**src/design/adc_ctrl_cfg.svh**
```systemverilog
// What this block does
// Control bit 7 set right-justifies the 10-bit result, clear left-justifies it.
// Only the format bit decides how the result registers present the value.
// Control bits 5 and 4 are unimplemented, read zero, ignore writes.
// Channel field bits 3:2 connects input 0..3 to the sample and hold.
// Power bit 0 set keeps the converter running, clear shuts it off.
// Reference bit set picks the external reference pin, clear picks supply.
// Software sets start/busy; completion clears it unless a write sets it in that cycle, and pulses the done flag.
// Clearing start/busy mid-conversion aborts, keeps result, waits 2 periods; a write that also clears power skips the wait.
// Every implemented control bit resets to zero; converter off, idle.
`ifndef ADC_CTRL_CFG_SVH
`define ADC_CTRL_CFG_SVH

// ****************************************
// Register map
// ****************************************
`define CTRL_IDX      10'h01F
`define RES_HIGH_IDX  10'h01E
`define RES_LOW_IDX   10'h01D
`define CTRL_ADDR     {`CTRL_IDX, 2'b00}
`define RES_HIGH_ADDR {`RES_HIGH_IDX, 2'b00}
`define RES_LOW_ADDR  {`RES_LOW_IDX, 2'b00}

// ****************************************
// Control fields
// ****************************************
`define FMT_BIT    7
`define REF_BIT    6
`define CHS_HI_BIT 3
`define CHS_LO_BIT 2
`define GO_BIT     1
`define PWR_BIT    0
`define CTRL_RESET 8'h00

// ****************************************
// Timing
// ****************************************
`define CLK_NS       4
`define TAD_NS       1600
`define TAD_CYC      ((`TAD_NS + `CLK_NS - 1) / `CLK_NS)
`define HOLDOFF_TADS 2'h2
`define CONV_TADS    4'hA

`endif

```
**src/design/adc_ctrl_pkg.sv**
```systemverilog
package adc_ctrl_pkg;

  typedef enum logic [1:0] {
    ST_IDLE,
    ST_CONVERT,
    ST_HOLDOFF
  } conv_state_t;

  typedef struct packed {
    conv_state_t state;
    logic        fmt;
    logic        refsel;
    logic [1:0]  chs;
    logic        go;
    logic        power;
    logic [9:0]  code;
    logic [3:0]  step;
    logic [9:0]  result;
    logic [1:0]  hold_cnt;
    logic [31:0] prdata;
    logic        slverr;
    logic        done;
    logic        cmp_s1;
    logic        cmp_s2;
  } adc_state_t;

endpackage

```
**src/design/adc_control_register.sv**
```systemverilog
// The APB register port was decided locally.
`include "adc_ctrl_cfg.svh"

module adc_control_register
  import adc_ctrl_pkg::*;
#(
  parameter int TAD_CYCLES = `TAD_CYC
) (
  input  wire logic        ref_clk,
  input  wire logic        nrst,
  input  wire logic        psel,
  input  wire logic        penable,
  input  wire logic        pwrite,
  input  wire logic [11:0] paddr,
  input  wire logic [31:0] pwdata,
  output logic             pready,
  output logic      [31:0] prdata,
  output logic             pslverr,
  input  wire logic        cmp_above,
  output logic      [9:0]  dac_code,
  output logic      [3:0]  analog_select,
  output logic             sample_enable,
  output logic             reference_select,
  output logic             converter_power_on,
  output logic             conversion_done_flag
);

  adc_state_t st_reg;
  adc_state_t st_next;

  logic       tad_tick;
  logic       timer_restart;
  logic [7:0] result_high;
  logic [7:0] result_low;
  logic [7:0] ctrl_read;
  logic       setup_rd;
  logic       ctrl_wr;
  logic       mapped;

  // ****************************************
  // Submodules
  // ****************************************
  tad_timer #(
    .TAD_CYCLES (TAD_CYCLES)
  ) u_tad_timer (
    .ref_clk (ref_clk),
    .nrst    (nrst),
    .restart (timer_restart),
    .tick    (tad_tick)
  );

  result_format u_result_format (
    .right_just (st_reg.fmt),
    .result     (st_reg.result),
    .res_high   (result_high),
    .res_low    (result_low)
  );

  // ****************************************
  // Bus decode
  // ****************************************
  assign mapped   = paddr == `CTRL_ADDR || paddr == `RES_HIGH_ADDR
                    || paddr == `RES_LOW_ADDR;
  assign setup_rd = psel && !penable;
  assign ctrl_wr  = psel && penable && pwrite && paddr == `CTRL_ADDR;

  // Bits 5:4 always zero
  assign ctrl_read = {st_reg.fmt, st_reg.refsel, 2'b00, st_reg.chs,
                      st_reg.go, st_reg.power};

  assign timer_restart = st_reg.state == ST_IDLE
                         || (ctrl_wr && !pwdata[`GO_BIT]
                             && st_reg.state == ST_CONVERT);

  // ****************************************
  // Next state
  // ****************************************
  always_comb begin
    st_next        = st_reg;
    st_next.done   = 1'b0;
    st_next.cmp_s1 = cmp_above;
    st_next.cmp_s2 = st_reg.cmp_s1;

    if (setup_rd) begin
      st_next.slverr = !mapped;
      st_next.prdata = 32'h0000_0000;
      if (paddr == `CTRL_ADDR) begin
        st_next.prdata = {24'h00_0000, ctrl_read};
      end else if (paddr == `RES_HIGH_ADDR) begin
        st_next.prdata = {24'h00_0000, result_high};
      end else if (paddr == `RES_LOW_ADDR) begin
        st_next.prdata = {24'h00_0000, result_low};
      end
    end

    case (st_reg.state)
      ST_IDLE: begin
        if (st_reg.go && st_reg.power) begin
          st_next.state = ST_CONVERT;
          st_next.step  = 4'h0;
          st_next.code  = 10'h000;
        end else if (st_reg.go) begin
          st_next.go = 1'b0;
        end
      end
      ST_CONVERT: begin
        if (!st_reg.power) begin
          st_next.state = ST_IDLE;
          st_next.go    = 1'b0;
        end else if (tad_tick) begin
          if (st_reg.step == 4'h0) begin
            st_next.code = 10'h200;
          end else begin
            st_next.code[4'd10 - st_reg.step] = st_reg.cmp_s2;
            if (st_reg.step != `CONV_TADS) begin
              st_next.code[4'd9 - st_reg.step] = 1'b1;
            end
          end
          st_next.step = st_reg.step + 4'h1;
          if (st_reg.step == `CONV_TADS) begin
            st_next.result = {st_next.code};
            st_next.go     = 1'b0;
            st_next.done   = 1'b1;
            st_next.state  = ST_IDLE;
          end
        end
      end
      ST_HOLDOFF: begin
        if (tad_tick) begin
          st_next.hold_cnt = st_reg.hold_cnt + 2'h1;
          if (st_reg.hold_cnt + 2'h1 == `HOLDOFF_TADS) begin
            st_next.state = ST_IDLE;
          end
        end
      end
      default: begin
        st_next.state = ST_IDLE;
      end
    endcase

    if (ctrl_wr) begin
      st_next.fmt    = pwdata[`FMT_BIT];
      st_next.refsel = pwdata[`REF_BIT];
      st_next.chs    = pwdata[`CHS_HI_BIT:`CHS_LO_BIT];
      st_next.power  = pwdata[`PWR_BIT];
      if (pwdata[`GO_BIT]) begin
        // Software set wins over completion clear
        st_next.go = 1'b1;
        if (st_reg.state == ST_CONVERT && st_next.state == ST_IDLE
            && pwdata[`PWR_BIT]) begin
          st_next.state = ST_IDLE;
        end
      end else begin
        st_next.go = 1'b0;
        if (st_reg.state == ST_CONVERT && !pwdata[`PWR_BIT]) begin
          // Power off drops the conversion, no holdoff
          st_next.state = ST_IDLE;
        end else if (st_reg.state == ST_CONVERT && st_next.done == 1'b0) begin
          // Abort: result untouched, wait before acquiring again
          st_next.state    = ST_HOLDOFF;
          st_next.hold_cnt = 2'h0;
        end
      end
    end
  end

  always_ff @(posedge ref_clk or negedge nrst) begin
    if (!nrst) begin
      st_reg <= '0;
    end else begin
      st_reg <= st_next;
    end
  end

  // ****************************************
  // Outputs
  // ****************************************
  assign pready               = 1'b1;
  assign prdata               = st_reg.prdata;
  assign pslverr              = st_reg.slverr && psel && penable;
  assign dac_code             = st_reg.code;
  assign analog_select        = 4'h1 << st_reg.chs;
  assign sample_enable        = st_reg.power && st_reg.state == ST_IDLE
                                && !st_reg.go;
  assign reference_select     = st_reg.refsel;
  assign converter_power_on   = st_reg.power;
  assign conversion_done_flag = st_reg.done;

  // ****************************************
  // Assertions
  // ****************************************
  a_reserved_bits_zero: assert property (@(posedge ref_clk) disable iff (!nrst)
    (psel && penable && !pwrite && paddr == `CTRL_ADDR) |-> prdata[5:4] == 2'b00)
    else $error("reserved control bits read nonzero");

  a_right_justify: assert property (@(posedge ref_clk) disable iff (!nrst)
    st_reg.fmt |-> result_low == st_reg.result[7:0]
                   && result_high == {6'h00, st_reg.result[9:8]})
    else $error("right justified layout wrong");

  a_left_justify: assert property (@(posedge ref_clk) disable iff (!nrst)
    (ctrl_wr && !pwdata[`FMT_BIT]) |=> result_high == st_reg.result[9:2]
                                       && result_low[5:0] == 6'h00)
    else $error("left justified layout wrong");

  a_channel_map: assert property (@(posedge ref_clk) disable iff (!nrst)
    (ctrl_wr && pwdata[3:2] == 2'b10) |=> analog_select == 4'b0100)
    else $error("channel select decode wrong");

  a_power_off_idle: assert property (@(posedge ref_clk) disable iff (!nrst)
    (ctrl_wr && !pwdata[`PWR_BIT]) |=> !sample_enable ##1 st_reg.state != ST_CONVERT)
    else $error("converter active while off");

  a_ref_follows: assert property (@(posedge ref_clk) disable iff (!nrst)
    ctrl_wr |=> reference_select == $past(pwdata[`REF_BIT]))
    else $error("reference select not updated");

  a_done_clears_go: assert property (@(posedge ref_clk) disable iff (!nrst)
    $rose(conversion_done_flag) |-> !st_reg.go || $past(ctrl_wr))
    else $error("start bit not cleared at completion");

  a_abort_keeps: assert property (@(posedge ref_clk) disable iff (!nrst)
    (st_reg.state == ST_HOLDOFF) |-> $stable(st_reg.result) && !sample_enable)
    else $error("abort changed result or acquired early");

  a_holdoff_len: assert property (@(posedge ref_clk) disable iff (!nrst)
    (st_reg.state == ST_HOLDOFF && tad_tick && st_reg.hold_cnt == 2'h1)
      |=> st_reg.state == ST_IDLE)
    else $error("holdoff length wrong");

  a_reset_clear: assert property (@(posedge ref_clk)
    !nrst |-> ctrl_read == `CTRL_RESET && st_reg.state == ST_IDLE)
    else $error("control not cleared by reset");

endmodule // adc_control_register

```
**src/design/tad_timer.sv**
```systemverilog
`include "adc_ctrl_cfg.svh"

module tad_timer #(
  parameter int TAD_CYCLES = `TAD_CYC
) (
  input  wire logic ref_clk,
  input  wire logic nrst,
  input  wire logic restart,
  output logic      tick
);

  typedef struct packed {
    logic [15:0] cnt;
  } timer_state_t;

  localparam logic [15:0] RELOAD = 16'(TAD_CYCLES - 1);

  timer_state_t st_reg;
  timer_state_t st_next;

  always_comb begin
    st_next = st_reg;
    if (restart || st_reg.cnt == 16'h0000) begin
      st_next.cnt = RELOAD;
    end else begin
      st_next.cnt = st_reg.cnt - 16'h0001;
    end
  end

  always_ff @(posedge ref_clk or negedge nrst) begin
    if (!nrst) begin
      st_reg <= '0;
    end else begin
      st_reg <= st_next;
    end
  end

  assign tick = !restart && st_reg.cnt == 16'h0000;

endmodule // tad_timer

```
**src/design/result_format.sv**
```systemverilog
module result_format (
  input  wire logic       right_just,
  input  wire logic [9:0] result,
  output logic      [7:0] res_high,
  output logic      [7:0] res_low
);

  always_comb begin
    if (right_just) begin
      res_high = {6'h00, result[9:8]};
      res_low  = result[7:0];
    end else begin
      res_high = result[9:2];
      res_low  = {result[1:0], 6'h00};
    end
  end

endmodule // result_format

```
**config.mk**
```make
export PLATFORM = sky130hd
export DESIGN_NAME = adc_control_register
export DESIGN_NICKNAME = d
export VERILOG_FILES = /design/src/design/adc_ctrl_pkg.sv /design/src/design/adc_control_register.sv /design/src/design/tad_timer.sv /design/src/design/result_format.sv
export VERILOG_INCLUDE_DIRS = /design/src /design/src/design
export SDC_FILE = /design/constraint.sdc
export NUM_CORES = 1
export LEC_CHECK = 0
export BUFFER_PORTS_ARGS = -buffer_cell sky130_fd_sc_hd__buf_2
export CORE_MARGIN = 5
export CORE_UTILIZATION = 47
export DETAILED_ROUTE_END_ITERATION = 7
export PLACE_DENSITY = 0.8
export SLEW_MARGIN = 0
export SYNTH_ARGS = -nofsm -noshare
export SYNTH_HDL_FRONTEND = slang
export SYNTH_SLANG_ARGS = --single-unit
```
**constraint.sdc**
```tcl
create_clock -name ref_clk -period 3.85 [get_ports ref_clk]
set_input_delay 0.385 -clock ref_clk [delete_from_list [all_inputs] [get_ports ref_clk]]
set_output_delay 0.385 -clock ref_clk [all_outputs]
set_load 0.02 [all_outputs]
```
==> results <==
- The placed wire-length estimate is 6.17 mm.
- The origin of the worst min-delay path is cmp_above.
- The startpoint class of the critical path is a flip-flop.
- The chip width is 99.8 um.
- The share of synthesized area in the top cell type comes to 0.409.
- The maximum root-to-sink buffer count is 2.
- The post-route antenna net violation count is 0.
- The relative slew slack is 0.347.
- Subtracting the final worst setup slack from the clock period gives 2.55 ns.
- Detailed routing inserted a total of 2914 vias.
- The number of buffers inserted by hold repair at cts is 0.
- After the last flow step, the layout net total stands at 500.
- The via count of the first global-routing pass was 2921.
- The worst-case hold path end point is st_next[0]$_DFF_PN0_.
- In this run, synthesis produced a sequential element count of 62.
- Adding up every negative setup slack in the final design gives 0 ns.
- The flop-to-flop setup slack is 1.30 ns.
- The final hold violation count is 0.
- The net switching power of the design is 330 uW.
- The number of distinct library cells after synthesis is 56.
- The final critical-path share of the clock period is 0.662.
- The routed wire length per instance is 15.0 um.
- Summed over all instances, the cell type with the most area after synthesis is dfrtp_1.
- The cell depth of the worst flop-to-flop path is 8.
- The maximum fanout count along the critical path is 8.
- Of the total power, the share spent switching nets is 0.263.
- The number of fill cells is 722.
- The worst reg2reg path startpoint is st_reg[50]$_DFFE_PN0P_.
- Yosys attributes the largest share of cell area to dfrtp_1, buf_4, nand2_1.
- The height of the die is 99.8 um.
- The largest voltage drop on the vdd net is 0.172 mV.
- The peak clock frequency supported by timing is 393 MHz.
- After floorplanning, the core was divided into 32 placement rows.
- Counting flops with an async set or reset pin after synthesis yields a share of 1.00.
- The register with the most flip-flops in the layout has 20 of them.
- The actual slew at the worst max-slew pin is 0.980 ns.
- The warning count from the yosys run is 0.
- The global-route usage over all layers is 0.171.
- The worst-case clock skew is 0.00932 ns.
- The residual DRC count is 0.
- Max-cap violations in this run came to 0.
- Of the total power, registers draw 0.523.
- Clock latency on the worst-skew pair, taken at its later pin, is 0.35 ns.
- The number of pins with negative max-slew slack in the final report is 0.
- Clock-pin slew was measured on the worst setup and hold paths at 0.07 ns.
- In this run, CTS created clock tree buffers numbering 9.
- In the synthesized netlist, the number of instances is 409.
- The boundary pin count is 102.
- The average footprint of a synthesized cell is 9.27 um^2.
- The clock group share of total power is 0.426.
- The wire length reported by the detailed router is 8.18 mm.
- The share of cells above drive strength 1 is 0.225.
- The leftover overflow at the end of global routing is 0.
- The starting density of the core is 0.485.
- The register area share after synthesis is 0.409.
- The most common cell after layout, fill and taps aside is dfrtp_1.
- Of the total power, combinational logic draws 0.051.
- In this run the number of H-tree levels came out at 3.
- After synthesis the cells add up to 0.00379 mm^2.
- The internal portion of the total power is 924 uW.
- The pin count of the biggest net entering global routing is 45.
- Summed over all cells, the static leakage comes to 0.00190 uW.
- Dividing the detail-routed via count by the number of cells gives 5.33.
- Buffers added to address setup during post-CTS repair amount to 0.
- The core area is 0.00781 mm^2.
- The tightest min-delay check is of the in2reg type.
- Setup repair after global routing left no endpoint under its margin.
- The tree is rooted in a clkbuf_8.
- The dominant synthesized flop cell is dfrtp_1.
- Data on the critical path arrives at its endpoint at 2.77 ns.
- Leaving out fill and tap cells, the most frequent cells in the layout are dfrtp_1, nand2_1, buf_2.
- The quantity of I/O buffers inserted on ports is 50.
- The destination of the worst register-to-register timing path is dac_code[6]$_DFFE_PN0P_.
- In this run, the number of DRC markers left after iteration 0 of detailed routing was 189.
- The run finished with clean final reports.
- The number of antenna violations at the first check in global routing is 0.
- The floorplan step defined a die boundary enclosing 0.00996 mm^2.
- Along the worst hold path, the cell count comes to 1.
- The number of inserted diodes is 0.
- The pre-antenna-repair detailed-routing pass consisted of 5 iterations.
- The total setup violations reported at the end of the flow is 0.
- The type of destination of the critical path is a flip-flop.
- The weighted congestion at the end of routability-driven global placement is 0.937.
- From synthesis to final layout, the design area changed by 7.13%.
- The total power per unit cell area is 309 mW/mm^2.
- The clock tree from TritonCTS is done.
- Counting flops with a built-in enable in the synthesized netlist gives 0.
- The post-cts resize count is 0.
- The category of the critical setup timing path is reg2reg.
- The TritonCTS sink count is 62.
- The global-route wire length before repair is 13.7 mm.
- Data on the critical path is required at its endpoint by 4.07 ns.
- The worst hold margin is 0.148 ns.
==> through the flow <==
stage	std cells	util	worst slack, ns	instance area (um^2)	total power, uW
detailed placement	531	0.497	1.22	3880	733
global placement	531	0.497	1.25	3880	732
global route	547	0.520	1.19	4060	1300
CTS	547	0.520	1.37	4060	1270
floorplan	432	-	1.74	3880	722
finish	547	0.520	1.30	4060	1250
==> worst max-delay path, stage by stage, from the launching register on <==
cell and delay (ns):
dfrtp_1 0.48, inv_1 0.19, ha_1 0.28, nand2b_1 0.19, mux2i_1 0.44, nor3_1 0.12
mux2_2 0.30, a41oi_1 0.32, o21ai_1 0.09
==> final cells by class <==
class | instances | area, um^2 | area share
multi-input combinational | 305 | 1900 | 0.468
clock inverter | 6 | 45.0 | 0.0111
sequential | 62 | 1550 | 0.382
clock buffer | 10 | 138 | 0.0339
timing repair buffer | 51 | 258 | 0.0635
tap | 102 | 128 | 0.0314
inverter | 11 | 41.3 | 0.0102
==> power groups by stage <==
stage | sequential [uW] | combinational (uW) | clock (uW)
final | 656 | 64.3 | 533
after global routing | 656 | 72.6 | 574
after CTS | 655 | 65.0 | 545
after detailed placement | 668 | 64.7 | 0
after global placement | 668 | 63.9 | 0
after floorplan | 667 | 55.4 | 0
==> synthesized netlist by cell type (5+ instances only) <==
master and instances:
xnor2_1 8, dfrtp_1 62, mux2_2 9, nand2b_1 9, o21ai_2 9, o21ai_1 9
a21o_1 5, mux2i_1 10, nand3_1 11, clkbuf_1 7, nand2_1 61, nor2_1 31
inv_1 11, ha_1 10, a21oi_1 5, buf_4 44, o21ai_0 17, nor3_1 11
a22o_1 5, xor2_1 6
==> logic make-up (layout without fill, tap and decap cells) <==
| group | count (synthesis) | after routing | synth area share |
|---|---|---|---|
| XOR/XNOR | 14 | 14 | 0.0324 |
| AO/OA/AOI/OAI | 75 | 75 | 0.138 |
| multiplexers | 19 | 19 | 0.0532 |
| adder cells (fa/ha/maj) | 10 | 10 | 0.0330 |
| flip-flops | 62 | 62 | 0.409 |
| other | 2 | 25 | 0.00198 |
| AND/OR/NAND/NOR | 162 | 162 | 0.220 |
| buffers and inverters | 65 | 78 | 0.112 |
==> worst max path at each step <==
stage	start	depth (start not counted)	to
global route	st_reg[50]$_DFFE_PN0P_	8	dac_code[6]$_DFFE_PN0P_
floorplan	u_tad_timer.st_reg[0]$_DFF_PN0_	9	st_reg[47]$_DFFE_PN0P_
detailed placement	paddr[2]	7	u_tad_timer.st_reg[9]$_DFF_PN0_
global placement	paddr[2]	7	u_tad_timer.st_reg[9]$_DFF_PN0_
CTS	st_reg[50]$_DFFE_PN0P_	8	dac_code[6]$_DFFE_PN0P_
finish	st_reg[50]$_DFFE_PN0P_	8	dac_code[6]$_DFFE_PN0P_
==> routing by layer <==
metal	track usage	wire, um
met2	0.278	4010
met1	0.225	3530
met4	0.0599	107
met5	0	0
met3	0.0382	535
(Power assumes the default switching activity.)
